--- src/core/exec_map.svh ---
// register offsets, command fields, reset values and timing counts
// assumes: included by bare name from the core module and the bench module
`ifndef EXEC_MAP_SVH
`define EXEC_MAP_SVH

`define REG_CMD 8'h00
`define REG_ACC 8'h04
`define REG_STATUS 8'h08
`define REG_CTRL 8'h0C

`define CMD_LIT_LSB 0
`define CMD_ADDR_LSB 8
`define CMD_BIT_LSB 16
`define CMD_DEST_BIT 20
`define CMD_OP_LSB 24

`define STAT_CARRY 0
`define STAT_NIBBLE 1
`define STAT_ZERO 2
`define STAT_BUSY 3
`define STAT_SKIP 4

`define CTRL_PRESC_TMR 0

`define ACC_RESET 8'h00
`define FLAG_RESET 1'b0
`define CTRL_RESET 1'b0

`define TIMER_ZERO_ADDR 7'h01
`define PCL_ADDR 7'h02

`define OPERAND_PHASE 2'h1
`define LAST_PHASE 2'h3

`endif

--- src/core/exec_pkg.sv ---
// types shared by the execution core and its arithmetic unit
// assumes: nothing outside itself
package exec_pkg;
   typedef enum logic [3:0] {
      OP_NOP = 4'h0,
      OP_ADD_IMM = 4'h1,
      OP_ADD_REG = 4'h2,
      OP_AND_IMM = 4'h3,
      OP_AND_REG = 4'h4,
      OP_BIT_CLR = 4'h5,
      OP_BIT_SET = 4'h6,
      OP_SKIP_ONE = 4'h7,
      OP_SKIP_ZERO = 4'h8
   } op_e;

   typedef enum logic [1:0] {
      ST_IDLE = 2'h0,
      ST_EXEC = 2'h1,
      ST_NOP = 2'h2
   } state_e;
endpackage : exec_pkg

--- src/core/alu_if.sv ---
// operands to and results from the arithmetic unit
// assumes: core drives operands, unit answers combinationally
`timescale 1ns/1ns
interface alu_if;
   import exec_pkg::*;
   logic [7:0] acc;
   logic [7:0] operand;
   op_e op;
   logic [2:0] bit_pos;
   logic [7:0] result;
   logic carry;
   logic nibble;
   logic zero;
   logic bit_val;

   modport core (output acc, operand, op, bit_pos, input result, carry, nibble, zero, bit_val);
   modport alu (input acc, operand, op, bit_pos, output result, carry, nibble, zero, bit_val);
endinterface : alu_if

--- src/core/alu_unit.sv ---
// combinational add, and, bit clear/set and bit test
// assumes: operands come from flip-flops in the core
`timescale 1ns/1ns
module alu_unit
   import exec_pkg::*;
(
   alu_if.alu bus
);
   logic [8:0] sum;
   logic [4:0] low_sum;
   logic [7:0] mask;

   // =========================================
   // arithmetic
   // =========================================
   always_comb begin
      sum = {1'b0, bus.acc} + {1'b0, bus.operand};
      low_sum = {1'b0, bus.acc[3:0]} + {1'b0, bus.operand[3:0]};
      mask = 8'h01 << bus.bit_pos;
      bus.carry = 1'b0;
      bus.nibble = 1'b0;
      case (bus.op)
         OP_ADD_IMM, OP_ADD_REG: begin
            // RULE_14 keep low eight
            bus.result = sum[7:0];
            // RULE_13 carry and nibble
            bus.carry = sum[8];
            bus.nibble = low_sum[4];
         end
         OP_AND_IMM, OP_AND_REG: begin
            bus.result = bus.acc & bus.operand;
         end
         // RULE_08 clear one bit
         OP_BIT_CLR: bus.result = bus.operand & ~mask;
         // RULE_09 set one bit
         OP_BIT_SET: bus.result = bus.operand | mask;
         default: bus.result = bus.operand;
      endcase
      // RULE_13 zero detect
      bus.zero = (bus.result == 8'h00);
      bus.bit_val = bus.operand[bus.bit_pos];
   end
endmodule : alu_unit

--- src/core/exec_core.sv ---
// execution core for add, and, bit clear/set and bit-test-skip instructions
// assumes: file register read data is valid one cycle after file_addr
//
// What this block does
// RULE_01 - modify I/O register using pin levels
// RULE_02 - timer-zero write clears its prescaler
// RULE_03 - skip or PC write adds NOP cycle
// RULE_04 - add immediate into accumulator, flags C,DC,Z
// RULE_05 - add register, destination select, flags C,DC,Z
// RULE_06 - and immediate into accumulator, zero only
// RULE_07 - and register, destination select, zero only
// RULE_08 - bit clear, other bits, flags kept
// RULE_09 - bit set, other bits, flags kept
// RULE_10 - skip next when tested bit one
// RULE_11 - skip next when tested bit zero
// RULE_12 - instruction cycle is four clock periods
// RULE_13 - zero, carry, nibble overflow flag meaning
// RULE_14 - results truncated to eight bits
//
// The address map and the plain strobed port are this design's own decisions.
`timescale 1ns/1ns
`include "exec_map.svh"
module exec_core
   import exec_pkg::*;
(
   // clock and reset
   input wire logic clk,
   input wire logic rst,
   // register port
   input wire logic [7:0] reg_addr,
   input wire logic [31:0] reg_wdata,
   input wire logic reg_wr,
   input wire logic reg_rd,
   output logic [31:0] reg_rdata,
   // file register space
   output logic [6:0] file_addr,
   input wire logic [7:0] file_rdata,
   input wire logic [7:0] pin_data,
   input wire logic file_is_io,
   output logic [7:0] file_wdata,
   output logic file_we,
   // timer zero and sequencing
   output logic presc_clr,
   output logic busy,
   output logic [1:0] inst_phase
);
   state_e state_ff;
   logic [1:0] phase_ff;
   op_e op_ff;
   logic [7:0] lit_ff;
   logic [6:0] addr_ff;
   logic [2:0] bit_ff;
   logic dest_ff;
   logic [7:0] operand_ff;
   logic [7:0] acc_ff;
   logic carry_ff;
   logic nibble_ff;
   logic zero_ff;
   logic skip_ff;
   logic presc_tmr_ff;
   logic file_we_ff;
   logic [7:0] file_wdata_ff;
   logic presc_clr_ff;
   logic [31:0] rdata_ff;
   logic issue;
   logic write_phase;
   logic uses_lit;
   logic is_add;
   logic is_and;
   logic writes_file;
   logic writes_acc;
   logic skip_taken;
   logic two_cycle;
   logic idle;

   alu_if alu_bus ();

   alu_unit u_alu (
      .bus(alu_bus.alu)
   );

   // =========================================
   // decode
   // =========================================
   assign idle = (state_ff == ST_IDLE);
   assign issue = reg_wr && (reg_addr == `REG_CMD) && idle;
   assign write_phase = (state_ff == ST_EXEC) && (phase_ff == `LAST_PHASE);
   assign uses_lit = (op_ff == OP_ADD_IMM) || (op_ff == OP_AND_IMM);
   assign is_add = (op_ff == OP_ADD_IMM) || (op_ff == OP_ADD_REG);
   assign is_and = (op_ff == OP_AND_IMM) || (op_ff == OP_AND_REG);
   // RULE_05 destination select
   assign writes_file = (((op_ff == OP_ADD_REG) || (op_ff == OP_AND_REG)) && dest_ff)
                        || (op_ff == OP_BIT_CLR) || (op_ff == OP_BIT_SET);
   assign writes_acc = uses_lit || (((op_ff == OP_ADD_REG) || (op_ff == OP_AND_REG)) && !dest_ff);
   // RULE_10 skip when one
   // RULE_11 skip when zero
   assign skip_taken = ((op_ff == OP_SKIP_ONE) && alu_bus.bit_val)
                       || ((op_ff == OP_SKIP_ZERO) && !alu_bus.bit_val);
   // RULE_03 two cycle cases
   assign two_cycle = skip_taken || (writes_file && (addr_ff == `PCL_ADDR));

   assign alu_bus.acc = acc_ff;
   assign alu_bus.operand = uses_lit ? lit_ff : operand_ff;
   assign alu_bus.op = op_ff;
   assign alu_bus.bit_pos = bit_ff;

   // =========================================
   // sequencer
   // =========================================
   always_ff @(posedge clk or posedge rst) begin
      if (rst) begin
         state_ff <= ST_IDLE;
      end else begin
         case (state_ff)
            ST_IDLE: if (issue) state_ff <= ST_EXEC;
            ST_EXEC: begin
               if (phase_ff == `LAST_PHASE) begin
                  // RULE_03 second cycle as NOP
                  state_ff <= two_cycle ? ST_NOP : ST_IDLE;
               end
            end
            ST_NOP: if (phase_ff == `LAST_PHASE) state_ff <= ST_IDLE;
            default: state_ff <= ST_IDLE;
         endcase
      end
   end

   // RULE_12 four phase counter
   always_ff @(posedge clk or posedge rst) begin
      if (rst) begin
         phase_ff <= 2'h0;
      end else if (idle) begin
         phase_ff <= 2'h0;
      end else begin
         phase_ff <= phase_ff + 2'h1;
      end
   end

   // =========================================
   // instruction fields
   // =========================================
   always_ff @(posedge clk or posedge rst) begin
      if (rst) begin
         op_ff <= OP_NOP;
         lit_ff <= 8'h00;
         addr_ff <= 7'h00;
         bit_ff <= 3'h0;
         dest_ff <= 1'b0;
      end else if (issue) begin
         op_ff <= op_e'(reg_wdata[`CMD_OP_LSB +: 4]);
         lit_ff <= reg_wdata[`CMD_LIT_LSB +: 8];
         addr_ff <= reg_wdata[`CMD_ADDR_LSB +: 7];
         bit_ff <= reg_wdata[`CMD_BIT_LSB +: 3];
         dest_ff <= reg_wdata[`CMD_DEST_BIT];
      end
   end

   // RULE_01 operand from pins
   always_ff @(posedge clk or posedge rst) begin
      if (rst) begin
         operand_ff <= 8'h00;
      end else if ((state_ff == ST_EXEC) && (phase_ff == `OPERAND_PHASE)) begin
         operand_ff <= file_is_io ? pin_data : file_rdata;
      end
   end

   // =========================================
   // accumulator and flags
   // =========================================
   always_ff @(posedge clk or posedge rst) begin
      if (rst) begin
         acc_ff <= `ACC_RESET;
      end else if (write_phase && writes_acc) begin
         // RULE_04 sum to accumulator
         acc_ff <= alu_bus.result;
      end else if (reg_wr && (reg_addr == `REG_ACC) && idle) begin
         acc_ff <= reg_wdata[7:0];
      end
   end

   always_ff @(posedge clk or posedge rst) begin
      if (rst) begin
         carry_ff <= `FLAG_RESET;
         nibble_ff <= `FLAG_RESET;
         zero_ff <= `FLAG_RESET;
      end else if (write_phase && is_add) begin
         // RULE_13 add updates all three
         carry_ff <= alu_bus.carry;
         nibble_ff <= alu_bus.nibble;
         zero_ff <= alu_bus.zero;
      end else if (write_phase && is_and) begin
         // RULE_06 zero only
         zero_ff <= alu_bus.zero;
      end else if (reg_wr && (reg_addr == `REG_STATUS) && idle) begin
         carry_ff <= reg_wdata[`STAT_CARRY];
         nibble_ff <= reg_wdata[`STAT_NIBBLE];
         zero_ff <= reg_wdata[`STAT_ZERO];
      end
   end

   always_ff @(posedge clk or posedge rst) begin
      if (rst) begin
         skip_ff <= `FLAG_RESET;
      end else if (write_phase) begin
         skip_ff <= skip_taken;
      end
   end

   always_ff @(posedge clk or posedge rst) begin
      if (rst) begin
         presc_tmr_ff <= `CTRL_RESET;
      end else if (reg_wr && (reg_addr == `REG_CTRL)) begin
         presc_tmr_ff <= reg_wdata[`CTRL_PRESC_TMR];
      end
   end

   // =========================================
   // file write and prescaler clear
   // =========================================
   always_ff @(posedge clk or posedge rst) begin
      if (rst) begin
         file_we_ff <= 1'b0;
         file_wdata_ff <= 8'h00;
         presc_clr_ff <= 1'b0;
      end else begin
         // RULE_07 result to register
         file_we_ff <= write_phase && writes_file;
         if (write_phase && writes_file) begin
            file_wdata_ff <= alu_bus.result;
         end
         // RULE_02 clear timer prescaler
         presc_clr_ff <= write_phase && writes_file && (addr_ff == `TIMER_ZERO_ADDR) && presc_tmr_ff;
      end
   end

   // =========================================
   // register read
   // =========================================
   always_ff @(posedge clk or posedge rst) begin
      if (rst) begin
         rdata_ff <= 32'h0000_0000;
      end else if (reg_rd) begin
         case (reg_addr)
            `REG_ACC: rdata_ff <= {24'h000000, acc_ff};
            `REG_STATUS: rdata_ff <= {27'h0, skip_ff, !idle, zero_ff, nibble_ff, carry_ff};
            `REG_CTRL: rdata_ff <= {31'h0, presc_tmr_ff};
            default: rdata_ff <= 32'h0000_0000;
         endcase
      end else begin
         rdata_ff <= 32'h0000_0000;
      end
   end

   assign reg_rdata = rdata_ff;
   assign file_addr = addr_ff;
   assign file_wdata = file_wdata_ff;
   assign file_we = file_we_ff;
   assign presc_clr = presc_clr_ff;
   assign busy = !idle;
   assign inst_phase = phase_ff;
endmodule : exec_core

--- config.mk ---
export PLATFORM = sky130hd
export DESIGN_NAME = exec_core
export DESIGN_NICKNAME = d
export VERILOG_FILES = /design/src/core/exec_pkg.sv /design/src/core/alu_if.sv /design/src/core/alu_unit.sv /design/src/core/exec_core.sv
export VERILOG_INCLUDE_DIRS = /design/src /design/src/core
export SDC_FILE = /design/constraint.sdc
export NUM_CORES = 1
export LEC_CHECK = 0
export ABC_AREA = 1
export CAP_MARGIN = 20
export CORE_UTILIZATION = 30
export DETAILED_ROUTE_END_ITERATION = 7
export DONT_BUFFER_PORTS = 1
export SLEW_MARGIN = 20
export SYNTH_ARGS = -nofsm -noshare
export SYNTH_HDL_FRONTEND = slang
export SYNTH_SLANG_ARGS = --single-unit
export TNS_END_PERCENT = 50
--- constraint.sdc ---
create_clock -name clk -period 6.15 [get_ports clk]
set_input_delay 0.3075 -clock clk [delete_from_list [all_inputs] [get_ports clk]]
set_output_delay 0.3075 -clock clk [all_outputs]
set_load 0.02 [all_outputs]
Word level (Yosys, flattened, before mapping)
Index checks and enable logic that the tools add are counted.

RAM bits: 0. Memories: 0. ROM bits: 0. Input bits: 61. Output and inout bits: 52. Register bits: 90. Word-level logic and storage cells: 116. Latch bits: 0.

Bitwise gates (word level): 4. Mux-type cells: 26. Multiply operators: 0. Add/subtract/negate cells: 3. Equal/unequal tests: 21. Reduce and logical (&&, ||, !) cells: 42. Magnitude comparators: 1. Divide/modulo/power cells: 0. Shift operators: 1.

Operator list (number): $mux 32 (1); $mux 8 (4); $pmux 8 s4 (1); $pmux 8 s3 (1); $logic_and 1x1->1 (20); $and 8x8->8 (2); $eq 4x3->1 const B (4); $eq 8x4->1 const B (2); $logic_not 8->1 (2); $mux 1 (12); $mux 2 (5); $add 8x8->9 (1); $logic_or 1x1->1 (9); $eq 4x2->1 const B (2); $eq 8x3->1 const B (1); $not 8->8 (1); $or 8x8->8 (1); $shl 1x3->8 const A (1); $eq 7x1->1 const B (1); $eq 7x2->1 const B (1); $ne 2x2->1 const B (3); $pmux 2 s3 (1); $add 4x4->5 (1); $eq 2x1->1 const B (2); other kinds (14) (19).

Logic depth before layout (Yosys ltp)
Depth in word-level cells: 12. Mapped depth: 19. Mapped depth without buffers: 18.

Cells and area by module
Synthesis repeated with hierarchy kept, for this count alone.

Cells, all modules: 625. Area total of the unflattened synthesis: 4429.2 µm².

Modules (own cells, without submodules): exec_core (sequential area each 1651.6 µm², area each 3464.6 µm², cells an instance 431, times used 1); alu_unit (sequential area each 0.0 µm², area each 964.7 µm², cells an instance 194, times used 1).

Least setup slack after synthesis
Ideal clock, no wire load.

Kind: register to register. Start point: register op_ff[3] (netlist: alu_bus.op[3]). End point: register zero_ff. Clock period less this slack: 2.359 ns. Path buffers: 1. Data arrival time: 2.282 ns. Setup time: 0.077 ns. Cell stages (with the launch flop): 20. Data required time: 6.073 ns. Setup slack: 3.791 ns. Path through: dfrtp_1 -> nor2_4 -> nand2_4 -> buf_6 -> nand2_2 -> nand2_2 -> ha_1 -> inv_1 -> fa_1 -> inv_1 -> nand3_1 -> nand2_1 -> or2_2 -> nand3_1 -> nand2_1 -> inv_1 -> nand2_1 -> nor2_1 -> nand3_1 -> a21oi_1.

Longest elaborated chain between the ends: 8. Elaborated cells between the ends (all ways): 23. Classes of those cells: add/sub (1); eq/ne (6); mux (4); bitwise (3); reduce/logical (9).

RTL lines: from (decl) (RTL line exec_core.sv:49) `op_e op_ff;`; from (signal assigned) (RTL line exec_core.sv:150) `` op_ff <= op_e'(reg_wdata[`CMD_OP_LSB +: 4]); ``; $eq 4x1->1 / $eq 4x2->1 (equally long branches); $logic_or 1x1->1 (RTL line exec_core.sv:88) `assign uses_lit = (op_ff == OP_ADD_IMM) || (op_ff == OP_AND_IMM);`; $mux 8 (RTL line exec_core.sv:103) `assign alu_bus.operand = uses_lit ? lit_ff : operand_ff;`; $add 8x8->9, or another cell as far along (RTL line alu_unit.sv:17) `sum = {1'b0, bus.acc} + {1'b0, bus.operand};`; $pmux 8 s4 (RTL line alu_unit.sv:22) `case (bus.op)`; $logic_not 8->1 (RTL line alu_unit.sv:40) `bus.zero = (bus.result == 8'h00);`; $mux 1 (RTL line exec_core.sv:191) `end else if (write_phase && is_and) begin`; $mux 1 (RTL line exec_core.sv:186) `end else if (write_phase && is_add) begin`; to (signal assigned) (RTL line exec_core.sv:185) `` zero_ff <= `FLAG_RESET; ``; to (signal assigned) (RTL line exec_core.sv:190) `zero_ff <= alu_bus.zero;`; to (signal assigned) (RTL line exec_core.sv:193) `zero_ff <= alu_bus.zero;`; to (decl) (RTL line exec_core.sv:58) `logic zero_ff;`.

Several ways; a longest one is shown, not always the timed one. A chain may end at the register's enable or synchronous reset.

Final worst setup path
Start point: register op_ff[0] (netlist: alu_bus.op[0]). End point: register zero_ff.

Same word-level chain as after synthesis.

==> out/metrics.cfg <==
[clock_network]
cts.clk_slew.worst_paths_ps = 50
htree_levels = 3
ctsRootBufferMaster = clkbuf_16
cts_hold_buf = 0
cts_resized = 0
cts_made_buffers = 9
cts.path.max_buffers = 2
cts.sinks = 66
cts_tree = done
clock_latency_ps = 340
post_cts_buffers = 0

[synth]
syn_inst = 548
ys.flop_type = dfrtp_1
avgSynthCellArea_sq_um = 7.42
yosysUniqueCellTypes = 37
synth_warnings = 0
ys_async_sr_fraction = 1.00
seq_area_frac_synth = 0.406
synth_area_sq_um = 4060
synth_edf_count = 0
synth_seq_cells = 66

[sta]
clock_skew_ps = 7.11
setup_viol = 0
finalHoldViolations = 0
min_period_ps = 2830
slew_headroom = 0.418
rsz0062_at_grt = no
fin_crit_sh = 0.460
slew_viol_final = 0
setup-tns-final_ps = 0
whs_ps = 76.5
fmax_mhz = 353
worst_slew_pin_slew_ps = 869

[routing]
firstDrtPassIters = 5
drc = 0
antenna_left = 0
vias = 3440
viasPerCell = 4.70
avgRoutedWirePerCell_microns = 15.0
drt_iter0_markers = 130
drt_wl_total_microns = 11000

[floorplanning]
core_area_sq_um = 13200
die-height_microns = 118
die_area_sq_um = 14000
rows = 42
io_pins = 113
die_w_microns = 118
initial_core_util = 0.307

[placement]
hpwl_microns = 8670
io_buffer_count = 0
globalplace.congestion = 0.845
dp.cells = 716

[worst_setup_path]
start_kind = flop
cp_max_fo = 12
timing_worst_setup_path_type = flop to flop
worstPathRequired_ps = 6410
endpoint_kind = flop
crit_arrival_ps = 3090

[cells_and_area]
syn2layout_area_growth_pct = 9.08
final_cell_count_no_fill = 732
diodes = 0
multi_input_area_sq_um = 2010
drive_gt1_frac = 0.0935
nets = 623
seq_area_sq_um = 1650
fillers = 1463

[power]
max-vdd-ir-drop_uv = 95.9
powerDensity_nw_per_um2 = 242
totalPowerFinal_uw = 1070
p_leak_uw = 0.00224

[worst_hold_path]
hp-class = input port to flop

[global_routing]
grt_pass1_wl_microns = 17600
grt_max_degree = 67
grt_overflow_total = 0
grt_usage = 0.165
first_global_vias = 3307
antenna_found_initial = 0

[job]
cap_violations = 0

[status]
status = complete, no violations

==> kinds of logic after synthesis <==
logic type	Yosys count	share of synthesized area
AOI/OAI and AO/OA	92	0.133
adders and majority gates	11	0.0357
buffers and inverters	102	0.119
DFF	66	0.406
muxes	8	0.0222
other	1	0.000923
and+or+nand+nor	268	0.282
==> placed cells by master, fill, tap and decap left out, types with 4 or more instances in the layout <==
| cell type | synthesis | layout |
|---|---|---|
| nor2_1 | 50 | 50 |
| o21a_1 | 8 | 8 |
| nor3_1 | 6 | 6 |
| a21oi_1 | 20 | 20 |
| o21ai_0 | 36 | 36 |
| nand3b_1 | 4 | 4 |
| nand3_1 | 36 | 36 |
| o221ai_1 | 6 | 6 |
| inv_1 | 61 | 60 |
| o21ai_1 | 9 | 9 |
| inv_2 | 6 | 7 |
| conb_1 | 1 | 24 |
| dfrtp_1 | 66 | 66 |
| nand2_1 | 150 | 150 |
| clkbuf_16 | 0 | 9 |
| mux2_2 | 8 | 8 |
| nand4_1 | 4 | 4 |
| nand2_2 | 7 | 7 |
| ha_1 | 10 | 10 |
==> worst max-delay path: stages, from the launching register on <==
cell     delay (ps)
dfrtp_1         520
nand2_4         240
nand2_2          80
nand2_2         110
ha_1            180
inv_1            60
fa_1            360
inv_1            90
nand3_1          70
nand2_1         170
nand2_1         100
nand2_1          70
nand2_1          60
nand3_1          80
nand4_1         170
nor2_1          160
nand3_1         110
a21oi_1         130
==> path summary, 6_finish.rpt <==
kind                                           start  slack [ps]  cells past startpoint                        end
min in group asynchronous                        rst         110                      2   presc_tmr_ff$_DFFE_PP0P_
max                        alu_bus.op[0]$_DFFE_PP0P_        3320                     17        zero_ff$_DFFE_PP0P_
min reg2reg                    lit_ff[4]$_DFFE_PP0P_         490                      2      lit_ff[4]$_DFFE_PP0P_
min                                           reg_wr          80                      1   presc_tmr_ff$_DFFE_PP0P_
max reg2reg                alu_bus.op[0]$_DFFE_PP0P_        3320                     17        zero_ff$_DFFE_PP0P_
max in group asynchronous                        rst        5490                      2  file_wdata[4]$_DFFE_PP0P_
==> area by class of cell <==
| type | instances | area share |
|---|---|---|
| tap | 176 | 0.0497 |
| clock inverter | 5 | 0.00677 |
| inverter | 69 | 0.0584 |
| timing repair buffer | 2 | 0.00339 |
| sequential | 66 | 0.373 |
| multi-input combinational | 403 | 0.454 |
| clock buffer | 11 | 0.0548 |
==> power by group <==
group	switching (uW)	internal (uW)
logic	91.0	40.4
clock network	188	281
registers	19.9	452
==> sequential cells by signal, indices dropped and copies added (netlist names) <==
| name | flops |
|---|---|
| file_addr | 7 |
| file_we | 1 |
| zero_ff | 1 |
| presc_clr | 1 |
| dest_ff | 1 |
| carry_ff | 1 |
| operand_ff | 8 |
| presc_tmr_ff | 1 |
| alu_bus.bit_pos | 3 |
| state_ff | 2 |
| reg_rdata | 8 |
| lit_ff | 8 |
| alu_bus.op | 4 |
| acc_ff | 8 |
| inst_phase | 2 |
| skip_ff | 1 |
| file_wdata | 8 |
| nibble_ff | 1 |
==> cells in the mapped netlist (2+ instances only) <==
| master | n | area (sq um) |
|---|---|---|
| nand2_1 | 150 | 563 |
| dfrtp_1 | 66 | 1650 |
| inv_1 | 61 | 229 |
| nor2_1 | 50 | 188 |
| nand3_1 | 36 | 180 |
| o21ai_0 | 36 | 180 |
| buf_4 | 25 | 188 |
| a21oi_1 | 20 | 100 |
| ha_1 | 10 | 125 |
| o21ai_1 | 9 | 45.0 |
| mux2_2 | 8 | 90.1 |
| o21a_1 | 8 | 60.1 |
| clkbuf_1 | 7 | 26.3 |
| nand2_2 | 7 | 43.8 |
| inv_2 | 6 | 22.5 |
| nor3_1 | 6 | 30.0 |
| o221ai_1 | 6 | 52.6 |
| nand3b_1 | 4 | 30.0 |
| nand4_1 | 4 | 25.0 |
| a31oi_1 | 3 | 18.8 |
| nor2_2 | 3 | 18.8 |
| o211ai_1 | 3 | 22.5 |
| clkinv_1 | 2 | 7.51 |
| nand3_2 | 2 | 20.0 |
| o21ai_2 | 2 | 17.5 |
| o22ai_1 | 2 | 12.5 |
| or2_2 | 2 | 12.5 |
==> metal layers <==
layer | vias up | GRT usage | routed length (microns)
met5 | - | 0 | 0
met4 | 0 | 0.0744 | 247
li1 | 1737 | - | -
met3 | 14 | 0.0343 | 500
met2 | 94 | 0.276 | 5340
met1 | 1595 | 0.203 | 4890
==> through the flow <==
stage | util | worst slack (ps) | cell area, sq um
finish | 0.335 | 3320 | 4430
global route | 0.335 | 3070 | 4430
CTS | 0.335 | 3300 | 4430
detailed placement | 0.314 | 3320 | 4160
global placement | 0.314 | 3330 | 4160
floorplan | - | 3790 | 4150
No activity file was read; power rests on OpenSTA's default activity.
